==> src/design/sbwm_defines.svh <==
// constants for the write lane masking block
`ifndef SBWM_DEFINES_SVH
`define SBWM_DEFINES_SVH

// word and array geometry
`define SBWM_DW          36
`define SBWM_SELW        4
`define SBWM_AW          4
`define SBWM_DEPTH       16
// write fifo
`define SBWM_FIFO_DEPTH  8
// lane positions
`define SBWM_NIB_W       4
`define SBWM_NIB_LO      3:0
`define SBWM_NIB_HI      7:4
`define SBWM_LANE_W      9
`define SBWM_LANE0       8:0
`define SBWM_LANE1       17:9
`define SBWM_LANE2       26:18
`define SBWM_LANE3       35:27
// strap capture waits for the synchroniser to fill
`define SBWM_STRAP_WAIT  2'h2
// pin count through the input synchroniser
`define SBWM_PIN_W       56

`endif

==> src/design/sbwm_pkg.sv <==
// types shared by the write lane masking block
package sbwm_pkg;
    `include "sbwm_defines.svh"

    typedef enum logic [1:0] {
        SBWM_X8,
        SBWM_X9,
        SBWM_X18,
        SBWM_X36
    } sbwm_width_t;

    typedef struct packed {
        logic [`SBWM_AW-1:0]   addr;
        logic [`SBWM_DW-1:0]   data;
        logic [`SBWM_SELW-1:0] sel_n;
    } sbwm_entry_t;

    typedef enum logic [0:0] {W_IDLE, W_SECOND} sbwm_wstate_t;
    typedef enum logic [1:0] {R_IDLE, R_ARM, R_FIRST, R_LAST} sbwm_rstate_t;
endpackage

==> src/design/sbwm_stream_if.sv <==
// valid/ready stream of write entries between block modules
`timescale 1ns/1ps
interface sbwm_stream_if;
    import sbwm_pkg::*;
    sbwm_entry_t entry;
    logic        valid;
    logic        ready;
    modport src (output entry, output valid, input ready);
    modport snk (input entry, input valid, output ready);
endinterface

==> src/design/sbwm_write_mask.sv <==
// burst write port with per-lane write masking and read-back path
// Operation
// - write starts on true edge, port select low
// - all selects low write whole word
// - select0 only writes low lane
// - x8/x18: select1 only writes high lane
// - all selects high store nothing
// - x9: one select gates nine bits
// - x36: all four low write 36 bits
// - x36: each select gates its nine-bit lane
// - x36: all high leave word unchanged
// - selects sampled per word independently
// - second word goes to address plus one
// - data registered on both input edges
// - read data launched on output reference edges
// - power up deselected, outputs off
`timescale 1ns/1ps
`include "sbwm_defines.svh"
module sbwm_write_mask (
    input  wire logic                      mclk,
    input  wire logic                      rstn,
    input  wire logic [1:0]                width_strap,
    input  wire logic                      in_edge_ref_true,
    input  wire logic                      in_edge_ref_comp,
    input  wire logic                      output_timing_true,
    input  wire logic                      output_timing_comp,
    input  wire logic                      write_port_sel_n,
    input  wire logic                      read_port_sel_n,
    input  wire logic [`SBWM_SELW-1:0]     byte_lane_write_select_n,
    input  wire logic [`SBWM_DW-1:0]       write_input_bus,
    input  wire logic [`SBWM_AW-1:0]       write_addr,
    input  wire logic [`SBWM_AW-1:0]       read_addr,
    output logic [`SBWM_DW-1:0]            read_output_bus,
    output logic                           read_output_oe,
    output logic                           write_stall
);
    import sbwm_pkg::*;

    // all pins cross into mclk through two flops
    logic [`SBWM_PIN_W-1:0] pin_meta_r;
    logic [`SBWM_PIN_W-1:0] pin_sync_r;
    wire  [`SBWM_PIN_W-1:0] pin_raw;
    // clocks idle high, as parked, so release shows no false edge
    localparam logic [`SBWM_PIN_W-1:0] PIN_IDLE =
        {4'hF, 2'h3, 4'hF, 46'h0};

    assign pin_raw = {in_edge_ref_true, in_edge_ref_comp,
                      output_timing_true, output_timing_comp,
                      write_port_sel_n, read_port_sel_n,
                      byte_lane_write_select_n, write_input_bus,
                      write_addr, read_addr, width_strap};

    always_ff @(posedge mclk) begin
        if (!rstn) begin
            pin_meta_r <= PIN_IDLE;
            pin_sync_r <= PIN_IDLE;
        end else begin
            pin_meta_r <= pin_raw;
            pin_sync_r <= pin_meta_r;
        end
    end

    wire                  s_kt;
    wire                  s_kc;
    wire                  s_ct;
    wire                  s_cc;
    wire                  s_wps_n;
    wire                  s_rps_n;
    wire [`SBWM_SELW-1:0] s_sel_n;
    wire [`SBWM_DW-1:0]   s_data;
    wire [`SBWM_AW-1:0]   s_waddr;
    wire [`SBWM_AW-1:0]   s_raddr;
    wire [1:0]            s_strap;

    assign {s_kt, s_kc, s_ct, s_cc, s_wps_n, s_rps_n, s_sel_n,
            s_data, s_waddr, s_raddr, s_strap} = pin_sync_r;

    // edge detection works on the synchronised copies only
    logic [3:0] clk_prev_r;
    wire        kt_rise;
    wire        kc_rise;
    wire        ct_rise;
    wire        cc_rise;

    always_ff @(posedge mclk) begin
        if (!rstn) clk_prev_r <= 4'hF;
        else       clk_prev_r <= {s_kt, s_kc, s_ct, s_cc};
    end

    assign kt_rise = s_kt && !clk_prev_r[3];
    assign kc_rise = s_kc && !clk_prev_r[2];
    assign ct_rise = s_ct && !clk_prev_r[1];
    assign cc_rise = s_cc && !clk_prev_r[0];

    // straps caught once the synchroniser holds real pin values
    logic [1:0]  strap_cnt_r;
    logic        single_clk_r;
    sbwm_width_t mode_r;
    wire         strap_take;

    assign strap_take = (strap_cnt_r == `SBWM_STRAP_WAIT);

    always_ff @(posedge mclk) begin
        if (!rstn) begin
            strap_cnt_r  <= 2'h0;
            single_clk_r <= 1'b0;
            mode_r       <= SBWM_X36;
        end else if (strap_cnt_r != 2'h3) begin
            strap_cnt_r <= strap_cnt_r + 2'h1;
            if (strap_take) begin
                single_clk_r <= s_ct && s_cc;
                mode_r       <= sbwm_width_t'(s_strap);
            end
        end
    end

    // output reference: input pair in single clock mode
    wire oref_t_rise;
    wire oref_c_rise;

    assign oref_t_rise = single_clk_r ? kt_rise : ct_rise;
    assign oref_c_rise = single_clk_r ? kc_rise : cc_rise;

    // write burst capture
    sbwm_wstate_t         w_state_r;
    logic [`SBWM_DW-1:0]  word0_r;
    logic [`SBWM_SELW-1:0] sel0_r;
    sbwm_entry_t          pend0_r;
    sbwm_entry_t          pend1_r;
    logic                 pend0_v_r;
    logic                 pend1_v_r;
    wire                  wr_start;
    wire                  wr_second;
    wire                  pend_busy;

    assign wr_start  = (w_state_r == W_IDLE) && kt_rise && !s_wps_n;
    assign wr_second = (w_state_r == W_SECOND) && kc_rise;
    assign pend_busy = pend0_v_r || pend1_v_r;

    always_ff @(posedge mclk) begin
        if (!rstn) begin
            w_state_r <= W_IDLE;
        end else begin
            case (w_state_r)
                W_IDLE:   if (wr_start) w_state_r <= W_SECOND;
                W_SECOND: if (wr_second) w_state_r <= W_IDLE;
                default:  w_state_r <= W_IDLE;
            endcase
        end
    end

    // first word and its selects held until the address arrives
    always_ff @(posedge mclk) begin
        if (!rstn) begin
            word0_r <= '0;
            sel0_r  <= '1;
        end else if (wr_start) begin
            word0_r <= s_data;
            sel0_r  <= s_sel_n;
        end
    end

    // fifo source side: two entries per burst, in order
    sbwm_stream_if wr_in ();
    sbwm_stream_if wr_out ();

    assign wr_in.valid = pend_busy;
    assign wr_in.entry = pend0_v_r ? pend0_r : pend1_r;

    // a burst finishing while the previous pair still waits is lost
    always_ff @(posedge mclk) begin
        if (!rstn) begin
            pend0_v_r <= 1'b0;
            pend1_v_r <= 1'b0;
            pend0_r   <= '0;
            pend1_r   <= '0;
        end else if (wr_second && !pend_busy) begin
            pend0_v_r     <= 1'b1;
            pend1_v_r     <= 1'b1;
            pend0_r.addr  <= s_waddr;
            pend0_r.data  <= word0_r;
            pend0_r.sel_n <= sel0_r;
            pend1_r.addr  <= s_waddr + `SBWM_AW'(1);
            pend1_r.data  <= s_data;
            pend1_r.sel_n <= s_sel_n;
        end else if (wr_in.ready) begin
            if (pend0_v_r)      pend0_v_r <= 1'b0;
            else if (pend1_v_r) pend1_v_r <= 1'b0;
        end
    end

    always_ff @(posedge mclk) begin
        if (!rstn) write_stall <= 1'b0;
        else       write_stall <= pend_busy && !wr_in.ready;
    end

    sbwm_fifo #(
        .WIDTH ($bits(sbwm_entry_t)),
        .DEPTH (`SBWM_FIFO_DEPTH)
    ) u_fifo (
        .mclk (mclk),
        .rstn (rstn),
        .push (wr_in),
        .pop  (wr_out)
    );

    // memory array, one port: a read fetch takes it and stalls drain
    logic [`SBWM_DW-1:0] mem_r [`SBWM_DEPTH];
    wire  [`SBWM_DW-1:0] merged;
    wire  [`SBWM_DW-1:0] old_word;
    wire                 rd_fetch;
    wire                 drain_fire;

    assign old_word     = mem_r[wr_out.entry.addr];
    assign wr_out.ready = !rd_fetch;
    assign drain_fire   = wr_out.valid && !rd_fetch;

    sbwm_lane_merge u_merge (
        .mode     (mode_r),
        .sel_n    (wr_out.entry.sel_n),
        .old_word (old_word),
        .new_word (wr_out.entry.data),
        .merged   (merged)
    );

    always_ff @(posedge mclk) begin
        if (drain_fire) mem_r[wr_out.entry.addr] <= merged;
    end

    // read port
    sbwm_rstate_t        r_state_r;
    logic [`SBWM_AW-1:0] raddr_r;
    wire                 rd_start;
    wire [`SBWM_AW-1:0]  fetch_addr;

    assign rd_start   = (r_state_r == R_IDLE) && kt_rise && !s_rps_n;
    assign rd_fetch   = ((r_state_r == R_ARM) && oref_c_rise) ||
                        ((r_state_r == R_FIRST) && oref_t_rise);
    assign fetch_addr = (r_state_r == R_ARM) ? raddr_r
                                             : raddr_r + `SBWM_AW'(1);

    always_ff @(posedge mclk) begin
        if (!rstn) begin
            r_state_r <= R_IDLE;
            raddr_r   <= '0;
        end else begin
            case (r_state_r)
                R_IDLE: if (rd_start) begin
                    r_state_r <= R_ARM;
                    raddr_r   <= s_raddr;
                end
                R_ARM:   if (oref_c_rise) r_state_r <= R_FIRST;
                R_FIRST: if (oref_t_rise) r_state_r <= R_LAST;
                R_LAST:  if (oref_t_rise || oref_c_rise)
                    r_state_r <= R_IDLE;
                default: r_state_r <= R_IDLE;
            endcase
        end
    end

    // outputs stay off until a read launches them
    always_ff @(posedge mclk) begin
        if (!rstn) begin
            read_output_bus <= '0;
            read_output_oe  <= 1'b0;
        end else if (rd_fetch) begin
            read_output_bus <= mem_r[fetch_addr];
            read_output_oe  <= 1'b1;
        end else if (r_state_r == R_LAST &&
                     (oref_t_rise || oref_c_rise)) begin
            read_output_oe  <= 1'b0;
        end
    end
endmodule // sbwm_write_mask

==> src/design/sbwm_fifo.sv <==
// parameterised fifo holding write entries
`timescale 1ns/1ps
module sbwm_fifo #(
    parameter int WIDTH = $bits(sbwm_pkg::sbwm_entry_t),
    parameter int DEPTH = 8
) (
    input  wire logic   mclk,
    input  wire logic   rstn,
    sbwm_stream_if.snk  push,
    sbwm_stream_if.src  pop
);
    import sbwm_pkg::*;
    localparam int PW = $clog2(DEPTH);

    logic [WIDTH-1:0] store_r [DEPTH];
    logic [PW:0]      wr_ptr_r;
    logic [PW:0]      rd_ptr_r;
    wire              full;
    wire              empty;
    wire              push_fire;
    wire              pop_fire;

    assign full      = (wr_ptr_r[PW] != rd_ptr_r[PW]) &&
                       (wr_ptr_r[PW-1:0] == rd_ptr_r[PW-1:0]);
    assign empty     = (wr_ptr_r == rd_ptr_r);
    assign push.ready = !full;
    assign pop.valid = !empty;
    assign pop.entry = sbwm_entry_t'(store_r[rd_ptr_r[PW-1:0]]);
    assign push_fire = push.valid && !full;
    assign pop_fire  = pop.ready && !empty;

    always_ff @(posedge mclk) begin
        if (push_fire) begin
            store_r[wr_ptr_r[PW-1:0]] <= WIDTH'(push.entry);
        end
    end

    always_ff @(posedge mclk) begin
        if (!rstn) begin
            wr_ptr_r <= '0;
            rd_ptr_r <= '0;
        end else begin
            if (push_fire) wr_ptr_r <= wr_ptr_r + 1'b1;
            if (pop_fire)  rd_ptr_r <= rd_ptr_r + 1'b1;
        end
    end
endmodule // sbwm_fifo

==> src/design/sbwm_lane_merge.sv <==
// merges new write data into the stored word under the lane selects
`timescale 1ns/1ps
`include "sbwm_defines.svh"
module sbwm_lane_merge (
    input  wire sbwm_pkg::sbwm_width_t   mode,
    input  wire logic [`SBWM_SELW-1:0]   sel_n,
    input  wire logic [`SBWM_DW-1:0]     old_word,
    input  wire logic [`SBWM_DW-1:0]     new_word,
    output logic [`SBWM_DW-1:0]          merged
);
    import sbwm_pkg::*;

    function automatic logic [`SBWM_DW-1:0] lane_mask(
        input sbwm_width_t           m,
        input logic [`SBWM_SELW-1:0] s
    );
        logic [`SBWM_DW-1:0] k;
        k = '0;
        case (m)
            SBWM_X8: begin
                k[`SBWM_NIB_LO] = {`SBWM_NIB_W{!s[0]}};
                k[`SBWM_NIB_HI] = {`SBWM_NIB_W{!s[1]}};
            end
            SBWM_X9: k[`SBWM_LANE0] = {`SBWM_LANE_W{!s[0]}};
            SBWM_X18: begin
                k[`SBWM_LANE0] = {`SBWM_LANE_W{!s[0]}};
                k[`SBWM_LANE1] = {`SBWM_LANE_W{!s[1]}};
            end
            default: begin
                k[`SBWM_LANE0] = {`SBWM_LANE_W{!s[0]}};
                k[`SBWM_LANE1] = {`SBWM_LANE_W{!s[1]}};
                k[`SBWM_LANE2] = {`SBWM_LANE_W{!s[2]}};
                k[`SBWM_LANE3] = {`SBWM_LANE_W{!s[3]}};
            end
        endcase
        return k;
    endfunction

    wire [`SBWM_DW-1:0] mask;

    // unselected lanes keep the stored bits
    assign mask   = lane_mask(mode, sel_n);
    assign merged = (new_word & mask) | (old_word & ~mask);
endmodule // sbwm_lane_merge

==> config.mk <==
export PLATFORM = sky130hd
export DESIGN_NAME = sbwm_write_mask
export DESIGN_NICKNAME = d
export VERILOG_FILES = /design/src/design/sbwm_pkg.sv /design/src/design/sbwm_stream_if.sv /design/src/design/sbwm_write_mask.sv /design/src/design/sbwm_fifo.sv /design/src/design/sbwm_lane_merge.sv
export VERILOG_INCLUDE_DIRS = /design/src /design/src/design
export SDC_FILE = /design/constraint.sdc
export NUM_CORES = 2
export LEC_CHECK = 0
export BUFFER_PORTS_ARGS = -buffer_cell sky130_fd_sc_hd__buf_2
export CORE_MARGIN = 2
export CORE_UTILIZATION = 57
export DETAILED_ROUTE_END_ITERATION = 12
export PLACE_DENSITY = 0.74
export SYNTH_ARGS = -nofsm -noshare
export SYNTH_HDL_FRONTEND = slang
export SYNTH_SLANG_ARGS = --single-unit
==> constraint.sdc <==
create_clock -name mclk -period 9.45 [get_ports mclk]
set_input_delay 1.89 -clock mclk [delete_from_list [all_inputs] [get_ports mclk]]
set_output_delay 1.89 -clock mclk [all_outputs]
set_load 0.02 [all_outputs]
==> reports/results.tsv <==
metric	value	unit
cts_tree	built	
hold_violations	0	
rsz0062_at_grt	false	
root_buffer	clkbuf_16	
p_leak	18.52	nW
ys_ff_latch	1235	
gp_congestion	0.8036	
status	finished clean	
start_util	0.5766	
syn_area	51110	um2
arrival	5.57	ns
drtIter0Drc	3102	
area_growth	10.96	%
insertion_delay	0.70	ns
htreeDepth	3	
syn_nets	3172	
drc	0	
post_cts_buffers	0	
clock_path_buffers	3	
cts_sinks	1235	
instances_no_fill	4441	
grt_pass1_vias	29015	
multi_input_area	16410	um2
finalMaxSlewViolations	0	
die_h	303.5	um
relSlewSlack	0.1779	
antenna_left	0	
fin_worst_skew	0.02057	ns
max_freq	0.1908	GHz
cts_inserted_buffers	119	
wirelength	118.4	mm
vias_per_cell	6.396	
grt_pass1_wl	179.2	mm
first_pass_iters	8	
criticalPathCategory	reg2reg	
die_area	92080	um2
critPathLaunchType	flip-flop	
placed_cell_area	52830	um2
avgSynthCellArea	16.47	um2
portBuffers	95	
nets	3238	
place_inst	4214	
grt_usage	0.2618	
synth.distinct_cells	61	
crit_path_end_kind	flip-flop	
post_drt_wl_per_cell	26.66	um
whs	0.4099	ns
ioPinCount	96	
synth_edf_count	928	
core	88650	um2
finalCritPeriodShare	0.5547	
vias	28405	
die_x	303.5	um
cts_resized	0	
synth_warnings	0	
grt_max_degree	145	
dp_hpwl	67.60	mm
hold_class	reg2reg	
setup_viol	0	
worst-path-max-fanout	76	
worst_pin_slew	1.227	ns
p_per_area	222.2	nW/um2
final.setup.tns	0	ns
rows	109	
nFillCells	6096	
path_clk_slew	0.06	ns
drv_cap	0	
seqCellArea	34030	um2
antenna_found_initial	1	
cts_hold_buffers	0	
period_needed	5.242	ns
ys.flop_type	edfxtp_1	
postSynth.asyncResetShare	0	
vdd_drop_max	156.3	uV
finalInstanceArea	56710	um2
synthCells	3104	
crit_required	9.78	ns
drive_gt1_frac	0.2373	
overflow	0	
ys_seq_area_frac	0.6655	
## placed cells by master (no fill, tap or decap), types with 7 or more instances in the layout
cell type	instances
bufinv_16	11
nor2_1	29
nor3_1	23
a222oi_1	17
xnor2_1	8
o31ai_1	11
a21oi_1	16
clkinv_1	35
ha_1	10
a21boi_1	36
o22ai_1	40
clkbuf_1	11
clkbuf_16	120
a21boi_0	125
clkbuf_8	7
mux2_1	29
mux2_2	77
buf_4	50
o21ai_0	37
a211oi_1	35
and2_1	99
nand3_1	12
nand2b_1	33
a41oi_1	18
mux4_2	311
dfxtp_1	303
o21ai_1	10
buf_2	94
nand2_1	373
mux2i_1	157
edfxtp_1	928
nor2b_1	45
clkinv_2	24
a31oi_1	18
nor2_4	25
## per-stage QoR
step	util	setup WS [ns]	total power, mW
6_report	0.6398	4.208	12.60
5_1_grt	0.6397	3.912	12.99
4_1_cts	0.6397	4.346	12.66
3_5_place_dp	0.5959	4.330	8.004
3_3_place_gp	0.5959	4.546	7.936
2_1_floorplan	-	4.674	7.534
## cell type report
type / instances / area share
Inverter: 4 / 0.0002647
Tap cell: 1165 / 0.02570
Clock inverter: 89 / 0.01339
Multi-Input combinational cell: 1662 / 0.2893
Antenna cell: 1 / 0.00004412
Timing Repair Buffer: 148 / 0.01622
Clock buffer: 137 / 0.05513
Sequential cell: 1235 / 0.5999
## cells by family after synthesis
kind of cell             Yosys count  synth area share
AND/OR/NAND/NOR                  668           0.06076
flip-flops                      1235            0.6655
buffers and inverters            207           0.01914
adder cells (fa/ha/maj)           10          0.002448
XOR/XNOR                          14          0.002546
multiplexers                     585            0.1955
AO/OA/AOI/OAI                    385           0.05412
## sequential cells by signal, summed over array words and instances (netlist names), 4 cells and up, named ones only
signal,count
pin_sync_r,56
u_fifo.rd_ptr_r,4
read_output_bus,36
u_fifo.wr_ptr_r,4
u_fifo.store_r,352
mem_r,576
pend0_r,44
raddr_r,4
clk_prev_r,4
word0_r,36
pend1_r,44
pin_meta_r,56
sel0_r,4
## report_power, final
group	internal (mW)	switching [mW]	leakage [nW]
clock	2.67	2.03	1.90
sequential	6.18	0.0483	10.9
combinational	0.662	1.01	5.69
total	9.51	3.09	18.5
## cell usage after synthesis, types with 18 or more instances
| cell | n | area (um2) |
|---|---|---|
| clkbuf_1 | 119 | 446.7 |
| a41oi_1 | 18 | 157.7 |
| nor2b_1 | 45 | 281.5 |
| mux4_2 | 313 | 7049 |
| a31oi_1 | 18 | 112.6 |
| o22ai_1 | 40 | 250.2 |
| a21boi_0 | 125 | 938.4 |
| nor2_1 | 51 | 191.4 |
| mux2_1 | 29 | 326.6 |
| nand2b_1 | 33 | 206.5 |
| edfxtp_1 | 928 | 27870 |
| and2_1 | 99 | 619.3 |
| o21ai_0 | 37 | 185.2 |
| nor3_1 | 26 | 130.1 |
| nand2_1 | 373 | 1400 |
| buf_2 | 59 | 295.3 |
| mux2i_1 | 157 | 1572 |
| a21boi_1 | 36 | 270.3 |
| dfxtp_1 | 307 | 6146 |
| a211oi_1 | 35 | 262.8 |
| mux2_2 | 77 | 867.1 |
## worst max-delay path: stages, from the launching register on
cell and delay, ns:
dfxtp_4 0.50, buf_4 0.78, mux4_2 0.43, mux2i_1 0.14, buf_4 0.28, nand3_2 0.59, nor2_2 0.57, buf_4 0.35
a222oi_1 0.15, a41oi_1 1.01
## worst paths after layout
check | from | to | slack [ns] | cells past startpoint
min | pin_meta_r[46]$_SDFF_PN1_ | pin_sync_r[46]$_SDFF_PN1_ | 0.41 | 1
min reg2reg | pin_meta_r[46]$_SDFF_PN1_ | pin_sync_r[46]$_SDFF_PN1_ | 0.41 | 1
max reg2reg | flip-flop | mem_r[2][20]$_DFFE_PP_ | 4.21 | 9
max | flip-flop | mem_r[2][20]$_DFFE_PP_ | 4.21 | 9
## routing by layer
| metal | up-vias | track usage | part of all wire |
|---|---|---|---|
| li1 | 12286 | - | - |
| met1 | 14503 | 0.3663 | 0.40 |
| met2 | 1385 | 0.4271 | 0.48 |
| met3 | 229 | 0.04969 | 0.093 |
| met4 | 2 | 0.07038 | 0.026 |
| met5 | - | 0 | 0.00012 |
Note: power is estimated with default switching activity, not from simulation.
